--- src/include/display_scan_pkg.sv ---
/*
 * Constants, timing counts and carrier types for the digit scanner.
 * Assumes a 100 MHz system clock; all counts derive from it.
 */
package display_scan_pkg;

   // ***************************************************************
   // Clock and timing
   // ***************************************************************
   localparam int CLK_PERIOD_NS    = 10;
   localparam int SCAN4_RATE_HZ    = 2500;
   localparam int SCAN4_SHORT_US   = 130;
   localparam int SCAN12_RATE_HZ   = 4000;
   localparam int CATH_LEAD_US     = 35;
   localparam int CATH_TRAIL_US    = 25;
   localparam int STALL_US         = 1000;
   localparam int REFRESH_MAX_US   = 3000;

   localparam int SCAN4_PERIOD_CYC  = 1000000000 /
                                      (SCAN4_RATE_HZ * CLK_PERIOD_NS);
   localparam int SCAN4_SHORT_CYC   = SCAN4_SHORT_US * 1000 / CLK_PERIOD_NS;
   localparam int SCAN12_PERIOD_CYC = 1000000000 /
                                      (SCAN12_RATE_HZ * CLK_PERIOD_NS);
   localparam int CATH_LEAD_CYC     = CATH_LEAD_US * 1000 / CLK_PERIOD_NS;
   localparam int CATH_TRAIL_CYC    = CATH_TRAIL_US * 1000 / CLK_PERIOD_NS;
   localparam int STALL_CYC         = STALL_US * 1000 / CLK_PERIOD_NS;
   localparam int REFRESH_MAX_CYC   = REFRESH_MAX_US * 1000 / CLK_PERIOD_NS;

   // ***************************************************************
   // Sizes and positions
   // ***************************************************************
   localparam int CNT_W        = 18;
   localparam int BCD_W        = 4;
   localparam int MAX_DIGITS   = 12;
   localparam int DIGITS4      = 4;
   localparam int STAGE_LEN    = 8;
   localparam int LAST2_POS    = 4;
   localparam int IDX_W        = 4;

   // ***************************************************************
   // Types
   // ***************************************************************
   typedef enum logic [2:0] {
      VAR4_GAS  = 3'h1,
      VAR12_GAS = 3'h2,
      VAR4_INC  = 3'h4
   } variant_t;

   typedef struct packed {
      logic [MAX_DIGITS-1:0] digitSelN;
      logic [MAX_DIGITS-1:0] anodeHi;
      logic                  segEnable;
      logic [IDX_W-1:0]      muxSel;
      logic [BCD_W-1:0]      code;
   } drive_t;

endpackage

--- src/rtl/scan_oscillator.sv ---
/*
 * Non-symmetric scan clock: internal divider or synchronised pin.
 * Assumes period and short phase are stable between variant changes.
 */
`timescale 1ns/1ns
module scan_oscillator
   import display_scan_pkg::*;
(
   input  wire logic             clk,
   input  wire logic             rstn,
   input  wire logic             ce,
   input  wire logic [CNT_W-1:0] periodCyc,
   input  wire logic [CNT_W-1:0] shortCyc,
   input  wire logic             extSel,
   input  wire logic             extClk,
   output logic                  scanLvl,
   output logic                  stepPulse,
   output logic                  edgePulse
);

   typedef struct packed {
      logic [CNT_W-1:0] cnt;
      logic             intLvl;
      logic             s1;
      logic             s2;
      logic             s3;
      logic             extLvl;
      logic             lvl;
      logic             step;
      logic             edgeP;
   } osc_t;

   osc_t q;
   osc_t d;
   logic src;

   // ***************************************************************
   // Next state
   // ***************************************************************
   always_comb begin
      d = q;
      src = 1'b0;
      if (q.cnt >= periodCyc - 1'b1) begin
         d.cnt = '0;
      end else begin
         d.cnt = q.cnt + 1'b1;
      end
      d.intLvl = (d.cnt >= shortCyc); // [RULE1]
      d.s1 = extClk;
      d.s2 = q.s1;
      d.s3 = q.s2;
      if (q.s2 == q.s3) begin
         d.extLvl = q.s3;
      end
      src = extSel ? q.extLvl : q.intLvl;
      d.lvl = src;
      d.step = src & ~q.lvl;
      d.edgeP = src ^ q.lvl;
   end

   always_ff @(posedge clk or negedge rstn) begin
      if (!rstn) begin
         q <= '0;
      end else if (ce) begin
         q <= d;
      end
   end

   assign scanLvl   = q.lvl;
   assign stepPulse = q.step;
   assign edgePulse = q.edgeP;

endmodule

--- src/rtl/stall_monitor.sv ---
/*
 * Watches scan clock edges and drops alive when they stop.
 * Assumes edgePulse is a one-cycle pulse per scan clock edge.
 */
`timescale 1ns/1ns
module stall_monitor
   import display_scan_pkg::*;
#(
   parameter int STALL_LIMIT = STALL_CYC
)
(
   input  wire logic clk,
   input  wire logic rstn,
   input  wire logic ce,
   input  wire logic edgePulse,
   output logic      alive
);

   typedef struct packed {
      logic [CNT_W-1:0] cnt;
      logic             alive;
   } mon_t;

   mon_t q;
   mon_t d;

   always_comb begin
      d = q;
      if (edgePulse) begin
         d.cnt = '0;
         d.alive = 1'b1;
      end else if (q.cnt >= CNT_W'(STALL_LIMIT)) begin
         d.alive = 1'b0; // [RULE12]
      end else begin
         d.cnt = q.cnt + 1'b1;
      end
   end

   always_ff @(posedge clk or negedge rstn) begin
      if (!rstn) begin
         q <= '0;
      end else if (ce) begin
         q <= d;
      end
   end

   assign alive = q.alive;

endmodule

--- src/rtl/multiplexed_digit_scanner.sv ---
/*
 * Top of the multiplexed seven-segment digit scanner: strobes, latch
 * enables, mux select, shared decoder code and cathode blanking.
 * Assumes digit codes come from logic on clk and the optional external
 * scan clock pin is asynchronous.
 */
// Function
// [RULE1] Non-symmetric scan clock, short phase blanks
// [RULE2] Four-digit toggle counter gated with scan clock
// [RULE3] Blank gap separates consecutive digit strobes
// [RULE4] Active-low strobes enable only matching latch
// [RULE5] Full scan repeats within refresh maximum
// [RULE6] Twelve digits, cascaded one-hot, truncated reset
// [RULE7] Twelve-digit anode drive strobes active high
// [RULE8] Counter also steers the data multiplexer
// [RULE9] Cathodes blanked before and after anode switch
// [RULE10] Blank via decoder enable, delayed trailing edge
// [RULE11] Incandescent strobes ungated by scan clock
// [RULE12] Stopped scan clock blanks whole display
// [RULE13] Reset: first digit, strobes off, blanked
`timescale 1ns/1ns
module multiplexed_digit_scanner
   import display_scan_pkg::*;
#(
   parameter int SCAN4_PERIOD  = SCAN4_PERIOD_CYC,
   parameter int SCAN4_SHORT   = SCAN4_SHORT_CYC,
   parameter int SCAN12_PERIOD = SCAN12_PERIOD_CYC,
   parameter int SCAN12_SHORT  = CATH_LEAD_CYC,
   parameter int CATH_TRAIL    = CATH_TRAIL_CYC,
   parameter int STALL_LIMIT   = STALL_CYC,
   parameter int REFRESH_MAX   = REFRESH_MAX_CYC
)
(
   input  wire logic                        clk,
   input  wire logic                        rstn,
   input  wire logic                        ce,
   input  wire variant_t                    variant,
   input  wire logic                        extSel,
   input  wire logic                        extScanClk,
   input  wire logic [MAX_DIGITS*BCD_W-1:0] digitCodes,
   output drive_t                           drive,
   output logic [MAX_DIGITS-1:0]            digitSelN,
   output logic [MAX_DIGITS-1:0]            latchEnN,
   output logic [MAX_DIGITS-1:0]            anodeHi,
   output logic                             segEnable,
   output logic [IDX_W-1:0]                 muxSel,
   output logic [BCD_W-1:0]                 code,
   output logic                             scanAlive
);

   // ***************************************************************
   // Elaboration checks
   // ***************************************************************
   if (SCAN4_SHORT < 1 || SCAN4_SHORT >= SCAN4_PERIOD) begin : g_chk4
      $error("scan4 short phase must lie inside the period");
   end
   if (SCAN12_SHORT < 1 || SCAN12_SHORT >= SCAN12_PERIOD) begin : g_chk12
      $error("scan12 short phase must lie inside the period");
   end
   if (CATH_TRAIL < 1 ||
       CATH_TRAIL >= SCAN12_PERIOD - SCAN12_SHORT) begin : g_chkt
      $error("cathode trail must end before the next lead");
   end
   if (SCAN4_PERIOD >= (1 << CNT_W) ||
       SCAN12_PERIOD >= (1 << CNT_W) ||
       STALL_LIMIT >= (1 << CNT_W)) begin : g_chkw
      $error("counts exceed counter width");
   end
   if (STALL_LIMIT <= SCAN4_PERIOD ||
       STALL_LIMIT <= SCAN12_PERIOD) begin : g_chks
      $error("stall limit must exceed one scan period");
   end
   // Whole scan of every digit must fit the refresh maximum
   if (DIGITS4 * SCAN4_PERIOD > REFRESH_MAX ||
       MAX_DIGITS * SCAN12_PERIOD > REFRESH_MAX) begin : g_chkr // [RULE5]
      $error("full scan exceeds refresh maximum");
   end

   // ***************************************************************
   // State
   // ***************************************************************
   typedef struct packed {
      logic [1:0]           toggle;
      logic [STAGE_LEN-1:0] stage1;
      logic [STAGE_LEN-1:0] stage2;
      logic                 inSecond;
      logic                 started;
      logic                 lvlDly;
      logic [CNT_W-1:0]     trail;
      variant_t             varSeen;
      drive_t               drive;
   } scan_t;

   scan_t q;
   scan_t d;

   logic [CNT_W-1:0]      periodCyc;
   logic [CNT_W-1:0]      shortCyc;
   logic                  scanLvl;
   logic                  stepPulse;
   logic                  edgePulse;
   logic                  alive;
   logic [IDX_W-1:0]      idx;
   logic [MAX_DIGITS-1:0] strobeOn;
   logic                  active;
   logic                  gateOk;
   logic [IDX_W-1:0]      nDigits;
   logic                  secondCounterLastOutput;

   // ***************************************************************
   // Scan clock source and protection
   // ***************************************************************
   always_comb begin
      if (variant == VAR12_GAS) begin
         periodCyc = CNT_W'(SCAN12_PERIOD);
         shortCyc  = CNT_W'(SCAN12_SHORT);
      end else begin
         periodCyc = CNT_W'(SCAN4_PERIOD);
         shortCyc  = CNT_W'(SCAN4_SHORT);
      end
   end

   scan_oscillator u_osc (
      .clk       (clk),
      .rstn      (rstn),
      .ce        (ce),
      .periodCyc (periodCyc),
      .shortCyc  (shortCyc),
      .extSel    (extSel),
      .extClk    (extScanClk),
      .scanLvl   (scanLvl),
      .stepPulse (stepPulse),
      .edgePulse (edgePulse)
   );

   stall_monitor #(
      .STALL_LIMIT (STALL_LIMIT)
   ) u_mon (
      .clk       (clk),
      .rstn      (rstn),
      .ce        (ce),
      .edgePulse (edgePulse),
      .alive     (alive)
   );

   // ***************************************************************
   // One-hot position helper
   // ***************************************************************
   function automatic logic [IDX_W-1:0] onehot_pos(
      input logic [STAGE_LEN-1:0] v);
      logic [IDX_W-1:0] p;
      p = '0;
      for (int i = 0; i < STAGE_LEN; i++) begin
         if (v[i]) begin
            p = IDX_W'(i);
         end
      end
      return p;
   endfunction

   // ***************************************************************
   // Digit index and strobe qualification
   // ***************************************************************
   always_comb begin
      if (q.varSeen == VAR12_GAS) begin
         nDigits = IDX_W'(MAX_DIGITS);
         if (q.inSecond) begin
            idx = IDX_W'(STAGE_LEN) + onehot_pos(q.stage2);
         end else begin
            idx = onehot_pos(q.stage1);
         end
      end else begin
         nDigits = IDX_W'(DIGITS4);
         idx = {2'h0, q.toggle};
      end
      active = q.started & alive; // [RULE12]
      // Four-digit gas display gates strobes with the long phase; others do not
      // Delayed level keeps the old digit dark while the counter steps
      gateOk = (q.varSeen == VAR4_GAS) ? q.lvlDly : 1'b1; // [RULE2] [RULE11]
   end

   generate
      for (genvar g = 0; g < MAX_DIGITS; g++) begin : g_strobe
         // Only the matching digit is strobed, inside the long phase for four-digit gas
         assign strobeOn[g] = active & gateOk & (idx == IDX_W'(g)) &
                              (IDX_W'(g) < nDigits); // [RULE3] [RULE4]
      end
   endgenerate

   // ***************************************************************
   // Counters and drive
   // ***************************************************************
   always_comb begin
      d = q;
      secondCounterLastOutput = 1'b0;
      d.varSeen = variant;
      d.lvlDly = scanLvl;
      if (variant != q.varSeen) begin
         // Variant change restarts the scan at the first digit
         d.toggle   = 2'h0;
         d.stage1   = 8'h01;
         d.stage2   = 8'h01;
         d.inSecond = 1'b0;
         d.started  = 1'b0;
         d.trail    = '0;
      end else if (stepPulse) begin
         d.started = 1'b1;
         d.trail   = CNT_W'(CATH_TRAIL); // [RULE9]
         if (q.varSeen == VAR12_GAS) begin
            if (q.inSecond) begin
               d.stage2 = {q.stage2[STAGE_LEN-2:0], q.stage2[STAGE_LEN-1]};
               secondCounterLastOutput = d.stage2[LAST2_POS];
               if (secondCounterLastOutput) begin
                  // Truncating reset of both counters
                  d.stage1   = 8'h01; // [RULE6]
                  d.stage2   = 8'h01;
                  d.inSecond = 1'b0;
               end
            end else if (q.stage1[STAGE_LEN-1]) begin
               d.stage1   = 8'h01; // [RULE6]
               d.inSecond = 1'b1;
            end else begin
               d.stage1 = {q.stage1[STAGE_LEN-2:0], q.stage1[STAGE_LEN-1]};
            end
         end else begin
            d.toggle = q.toggle + 2'h1; // [RULE2]
         end
      end else if (q.trail != '0) begin
         d.trail = q.trail - 1'b1;
      end

      d.drive.digitSelN = ~strobeOn; // [RULE4] [RULE13]
      if (q.varSeen == VAR12_GAS) begin
         d.drive.anodeHi = strobeOn; // [RULE7]
      end else begin
         d.drive.anodeHi = '0;
      end
      d.drive.muxSel = idx; // [RULE8]
      d.drive.code   = digitCodes[32'(idx) * BCD_W +: BCD_W]; // [RULE4]
      unique case (q.varSeen)
         VAR12_GAS: begin
            // Lead in short phase, trail by delayed trailing edge
            d.drive.segEnable = active & q.lvlDly &
                                (q.trail == '0); // [RULE9] [RULE10]
         end
         VAR4_GAS: begin
            d.drive.segEnable = active & q.lvlDly; // [RULE3]
         end
         VAR4_INC: begin
            d.drive.segEnable = active; // [RULE11]
         end
         default: begin
            d.drive.segEnable = 1'b0;
         end
      endcase
   end

   always_ff @(posedge clk or negedge rstn) begin
      if (!rstn) begin
         q <= '{toggle:   2'h0,
                stage1:   8'h01,
                stage2:   8'h01,
                inSecond: 1'b0,
                started:  1'b0,
                lvlDly:   1'b0,
                trail:    '0,
                varSeen:  VAR4_GAS,
                drive:    '{digitSelN: 12'hfff,
                            anodeHi:   12'h000,
                            segEnable: 1'b0,
                            muxSel:    4'h0,
                            code:      4'h0}}; // [RULE13]
      end else if (ce) begin
         q <= d;
      end
   end

   // ***************************************************************
   // Outputs
   // ***************************************************************
   assign drive     = q.drive;
   assign digitSelN = q.drive.digitSelN;
   assign latchEnN  = q.drive.digitSelN; // [RULE4]
   assign anodeHi   = q.drive.anodeHi;
   assign segEnable = q.drive.segEnable;
   assign muxSel    = q.drive.muxSel;
   assign code      = q.drive.code;
   assign scanAlive = alive;

endmodule

--- config.mk ---
export PLATFORM = sky130hd
export DESIGN_NAME = multiplexed_digit_scanner
export DESIGN_NICKNAME = d
export VERILOG_FILES = /design/src/include/display_scan_pkg.sv /design/src/rtl/scan_oscillator.sv /design/src/rtl/stall_monitor.sv /design/src/rtl/multiplexed_digit_scanner.sv
export SDC_FILE = /design/constraint.sdc
export NUM_CORES = 1
export LEC_CHECK = 0
export ABC_AREA = 1
export ABC_CLOCK_PERIOD_IN_PS = 3500
export CELL_PAD_IN_SITES_DETAIL_PLACEMENT = 0
export CELL_PAD_IN_SITES_GLOBAL_PLACEMENT = 1
export CORE_ASPECT_RATIO = 2
export CORE_MARGIN = 4
export CORE_UTILIZATION = 32
export DETAILED_ROUTE_END_ITERATION = 8
export DONT_BUFFER_PORTS = 1
export PLACE_DENSITY = 0.6
export SLEW_MARGIN = 20
export SYNTH_ARGS = -nofsm -noshare
export SYNTH_HDL_FRONTEND = slang
export SYNTH_SLANG_ARGS = --single-unit
--- constraint.sdc ---
create_clock -name clk -period 3.5 [get_ports clk]
set_input_delay 0.7 -clock clk [delete_from_list [all_inputs] [get_ports clk]]
set_output_delay 0.7 -clock clk [all_outputs]
set_load 0.01 [all_outputs]
# [Word level (Yosys, flattened, before mapping)]
# Cells that the tools add are included.
[totals] register_bits=120 input_bits=56 wordCells=157
[classes] addsub=6 magnitude_cmp=15 eq_ne=20 shifts=1 mux=42 bitwise=32 n_reduce_logical=17
[op_table] op="2-to-1 mux 18 bit" n=5
[op_table] op="2-to-1 mux 4 bit" n=17
[op_table] op="indexed part select 48 x 7 -> 4 bit" n=1
[op_table] op="2-to-1 mux 20 bit" n=2
[op_table] op="adder 18 x 1 -> 18 bit, second input constant" n=2
[op_table] op="2-to-1 mux 17 bit" n=2
[op_table] op="bitwise AND 1 bit" n=29
[op_table] op="2-to-1 mux 8 bit" n=3
[op_table] op="2-to-1 mux 19 bit" n=1
[op_table] op="greater-or-equal comparator 18 x 14 -> 1 bit" n=1
[op_table] op="greater-or-equal comparator 18 x 17 -> 1 bit, second input constant" n=1
[op_table] op="greater-or-equal comparator 18 bit" n=1
[op_table] op="zero test 18 bit" n=1
[op_table] op="nonzero test 18 bit" n=1
[op_table] op="subtractor 18 x 1 -> 18 bit, second input constant" n=1
[op_table] op="subtractor 16 x 1 -> 17 bit, second input constant" n=1
[op_table] op="equality test 4 x 3 -> 1 bit, second input constant" n=4
[op_table] op="equality test 4 bit, second input constant" n=4
[op_table] op="< comparator 3 x 4 -> 1 bit, first input constant" n=4
[op_table] op="< comparator 4 bit, first input constant" n=4
[op_table] op="2-to-1 mux 16 bit" n=1
[op_table] op="2-to-1 mux 14 bit" n=1
[op_table] op="2-to-1 mux 12 bit" n=1
[op_table] op="NOT 12 bit" n=1
[op_table] op="24 further kinds" n=44

# [Logic depth before layout (Yosys ltp)]
[depth] depth_word=16 ltp_mapped=25 ltp_nobuf=25

# [Modules after synthesis]
# From an unflattened synthesis, not the netlist that was laid out.
[hier_totals] cells_unflattened=1266 area_unflattened_um2=8868.5
[by_module_without_submodules] module="multiplexed_digit_scanner" n_inst=1 cells_each=623 area_per_inst_um2=4608.2 seq_area_each_um2=1795.5
[by_module_without_submodules] module="scan_oscillator" n_inst=1 cells_each=453 area_per_inst_um2=2981.6 seq_area_each_um2=650.6
[by_module_without_submodules] module="stall_monitor" n_inst=1 cells_each=190 area_per_inst_um2=1278.7 seq_area_each_um2=475.5

# [Worst setup path before layout]
# No wires, ideal clock.
[synth_path] path_kind="input to register" startpoint="in variant[1]" endpoint="reg u_osc.q[7] in the netlist's numbering" setup_time_ns=0.121 arrival_time_ns=3.282 t_required_ns=3.379 path_slack_ns=0.097 cell_stages=23 path_cell_list="buf_4 > nand3_2 > ha_1 > inv_1 > nor2_1 > nand2_1 > nor2_1 > nand3_1 > nand2_1 > inv_1 > nor2_1 > nor2_4 > nand2_4 > inv_2 > nand2_1 > nor2_1 > ha_1 > nand2_1 > nor2_1 > a2111oi_0 > nand2_1 > nor2_1 > a21oi_1"
[synth_lines] item="start, declared" line_no="multiplexed_digit_scanner.sv:37" source="input wire variant_t variant,"
[synth_lines] item="end signal, assigned" line_no="scan_oscillator.sv:63" source="q <= '0;"
[synth_lines] item="end signal, assigned" line_no="scan_oscillator.sv:65" source="q <= d;"
[synth_lines] item="end, declared" line_no="scan_oscillator.sv:33" source="osc_t q;"

==> impl_results.md <==
- # nets final: 982
- GP Congestion: 0.850
- Clock Skew: 0.0102 ns
- Hold buffer count at CTS: 1
- Average wire per standard cell: 17.3 um
- Post-route ant nets: 0
- Via density per instance: 4.99
- Initial antenna violation count: 0
- Max-cap violations: 0
- Layout area overhead: 5.68%
- Status: finished, final reports clean
- Clock slew at reported path FFs: 0.06 ns
- Dominant synthesized flop cell: dfrtp_1
- Die Height: 222 um
- Nature of the critical path endpoint: flip-flop
- Post-synth cell types: 50
- Syn Nets: 1044
- Row cnt: 78
- Vias in the first global route: 6335
- Die width: 115 um
- CTS tree: built
- FF-to-FF setup slack: 0.46 ns
- Global-route wire length before repair: 33400 um
- Mapped cell area: 7330 um^2
- Post-route insts no fill: 1200
- Number of synthesized flops with an enable pin: 0
- Share of layout cells above drive strength 1: 10.4%
- DRC viols: 0
- Initial DRT Pass Iterations: 4
- Post-Synthesis Cells: 970
- Drt initial violations: 220
- Tmin final: 3.04 ns
- WS Path Type: flip-flop to flip-flop
- Post-route setup TNS: 0 ns
- DP Cell Count: 1168
- Tightest Pin Transition: 0.582 ns
- # setup viols final: 0
- Gr usage total: 17.0%
- Remaining Overflow, GRT: 0
- Worst min-delay path class: input pin to asynchronous set/reset pin
- CP required: 3.81 ns
- Die Area: 25500 um^2
- Reg2reg start: u_osc.q[8]$_DFFE_PN0P_
- CTS resizes: 0
- Yosys warnings: 0
- #FFs+latches synth: 116
- DP Wirelength: 15600 um
- I/O Buffers: 0
- PwrDens: 564 nW/um^2
- Worst vdd ir: 0.258 mV
- H-tree levels: 4
- Largest net degree at the start of global routing: 102
- Final Hold Violating Endpoints: 0
- Leak: 3.60 nW
- Startpoint Class: flip-flop
- I/O pin total: 135
- Achievable Freq: 329 MHz
- Register area share after synthesis: 39.9%
- WL final: 20700 um
- Initial Util: 32.4%
- Asr flop ratio synth: 100%
- Slew margin rel.: 61.2%
- Final Slew Violations: 0
- Crit path DAT: 3.35 ns
- Worst-skew pair later-pin latency: 0.42 ns
- Depth of the worst register-to-register path: 19
- Core footprint: 22600 um^2
- Post-CTS setup repair buffer count: 0
- Num CTS Buffers: 17
- Max Fanout on Critical Path: 5
- Antenna diodes: 0
- Routed vias: 5985
- Final period utilization: 86.7%
- Clk buf depth: 2
- CTS sink cnt: 116
- Avg Inst Size Synth: 7.56 um^2
- Worst r2r dst: u_osc.q[7]$_DFFE_PN0P_
- RSZ-0062 raised after global routing: false
- Root buf cell: clkbuf_16
==> metrics by stage <==
stage	total power (W)	hold WS [ns]	setup WS [ns]	util (%)	cell area, um^2
2_1_floorplan	0.00244	0.404	0.0971	-	7330
3_3_place_gp	0.00260	0.408	0.141	31.4	7120
3_5_place_dp	0.00260	0.408	0.0709	31.4	7120
4_1_cts	0.00445	0.0929	0.460	34.2	7750
5_1_grt	0.00465	0.0902	0.0775	34.2	7750
6_report	0.00437	0.120	0.465	34.2	7750
==> worst max path at each step <==
| stage | start | endpoint | slack [ns] |
|---|---|---|---|
| 4_1_cts | u_osc.q[8]$_DFFE_PN0P_ | u_osc.q[7]$_DFFE_PN0P_ | 0.46 |
| 6_report | u_osc.q[8]$_DFFE_PN0P_ | u_osc.q[7]$_DFFE_PN0P_ | 0.46 |
| 3_3_place_gp | variant[2] | u_osc.q[7]$_DFFE_PN0P_ | 0.14 |
| 5_1_grt | u_osc.q[8]$_DFFE_PN0P_ | u_osc.q[7]$_DFFE_PN0P_ | 0.08 |
| 3_5_place_dp | variant[2] | u_osc.q[7]$_DFFE_PN0P_ | 0.07 |
| 2_1_floorplan | variant[1] | u_osc.q[7]$_DFFE_PN0P_ | 0.1 |
==> power breakdown <==
part / leakage, nW / internal [W] / total, W / switching (W)
Clock: 0.291 / 0.00113 / 0.00178 / 0.000654
Combinational: 1.80 / 0.000312 / 0.000939 / 0.000627
Sequential: 1.51 / 0.00149 / 0.00165 / 0.000154
Total: 3.60 / 0.00294 / 0.00437 / 0.00143
==> placed cells by master, fill, tap and decap left out, types with 3 or more instances in the layout <==
cell type and n:
nand2_1 214, inv_1 120, dfrtp_1 101, nor2_1 100, o21ai_0 64, nand3_1 46
a21oi_1 32, nand4_1 26, nor3_1 23, ha_1 18, clkbuf_16 17, buf_4 17
dfstp_2 15, xor2_1 13, o22ai_1 9, o31ai_1 9, a22oi_1 8, inv_2 6
o21a_1 6, nor2_2 5, o21ai_1 5, xnor2_1 5, nand3_2 4, nor3b_1 4
a21boi_0 4, clkinv_4 4, clkinv_2 4, nand3b_1 3, nand2_4 3, nand2_2 3
bufinv_16 3
==> worst max-delay path: stages (launching register included) <==
cell and delay (ns):
dfrtp_1 0.42, ha_1 0.22, nand2_1 0.08, nor2_1 0.09, inv_1 0.05, nor2_1 0.23
nand2_1 0.13, nor2_1 0.15, nand3_1 0.15, nor2_1 0.16, nand2_1 0.08, nand2_1 0.05
nor3b_2 0.19, ha_1 0.26, nand2_1 0.08, nor2_1 0.04, a2111oi_0 0.28, nand2_1 0.10
nor2_1 0.10, a21oi_1 0.07
==> cells in the mapped netlist, types with 2 or more instances <==
| cell type | n | area share (%) |
|---|---|---|
| a211oi_1 | 2 | 0.20 |
| a21boi_0 | 4 | 0.41 |
| a21oi_1 | 32 | 2.2 |
| a22oi_1 | 8 | 0.82 |
| a31oi_1 | 2 | 0.17 |
| buf_2 | 4 | 0.27 |
| buf_4 | 81 | 8.3 |
| clkbuf_1 | 12 | 0.61 |
| dfrtp_1 | 101 | 34 |
| dfstp_2 | 15 | 5.4 |
| ha_1 | 18 | 3.1 |
| inv_1 | 121 | 6.2 |
| inv_2 | 5 | 0.26 |
| nand2_1 | 214 | 11 |
| nand2_2 | 3 | 0.26 |
| nand2_4 | 3 | 0.46 |
| nand3_1 | 46 | 3.1 |
| nand3_2 | 4 | 0.55 |
| nand3b_1 | 3 | 0.31 |
| nand4_1 | 26 | 2.2 |
| nor2_1 | 100 | 5.1 |
| nor2_2 | 5 | 0.43 |
| nor3_1 | 23 | 1.6 |
| nor3_2 | 2 | 0.27 |
| nor3b_1 | 4 | 0.41 |
| nor4_1 | 2 | 0.17 |
| o211ai_1 | 2 | 0.20 |
| o21a_1 | 6 | 0.61 |
| o21ai_0 | 64 | 4.4 |
| o21ai_1 | 5 | 0.34 |
| o21ai_2 | 2 | 0.24 |
| o22ai_1 | 9 | 0.77 |
| o31ai_1 | 9 | 0.92 |
| xnor2_1 | 5 | 0.60 |
| xor2_1 | 13 | 1.6 |
==> sequential cells by signal (all words and copies together) (netlist names) <==
register,cells
q,38
u_osc.q,21
digitSelN,12
muxSel,4
u_osc.edgePulse,1
anodeHi,12
segEnable,1
u_osc.stepPulse,1
u_mon.alive,1
code,4
u_osc.scanLvl,1
u_osc.d,2
u_mon.q,18
==> routing by layer <==
layer / global-route usage, % / vias to the layer above / wire, um
met5: 0 / - / 0
met4: 7.24 / 0 / 799
met2: 32.7 / 152 / 11800
li1: - / 2955 / -
met1: 17.1 / 2827 / 7360
met3: 3.52 / 51 / 750
==> cell type report <==
type | instances | area [um^2]
fill | 2477 | 14900
tap | 280 | 350
clock inverter | 13 | 160
multi-input combinational | 628 | 3240
inverter | 127 | 477
sequential | 116 | 2920
timing repair buffer | 18 | 155
clock buffer | 18 | 439
==> logic make-up after synthesis <==
family / count (synthesis) / share of synthesized area (%)
and+or+nand+nor: 439 / 26.6
buffers and inverters: 226 / 15.9
AOI/OAI and AO/OA: 153 / 12.4
DFF: 116 / 39.9
xor gates and xnor gates: 18 / 2.15
adders and majority gates: 18 / 3.07
(Power assumes the default switching activity.)
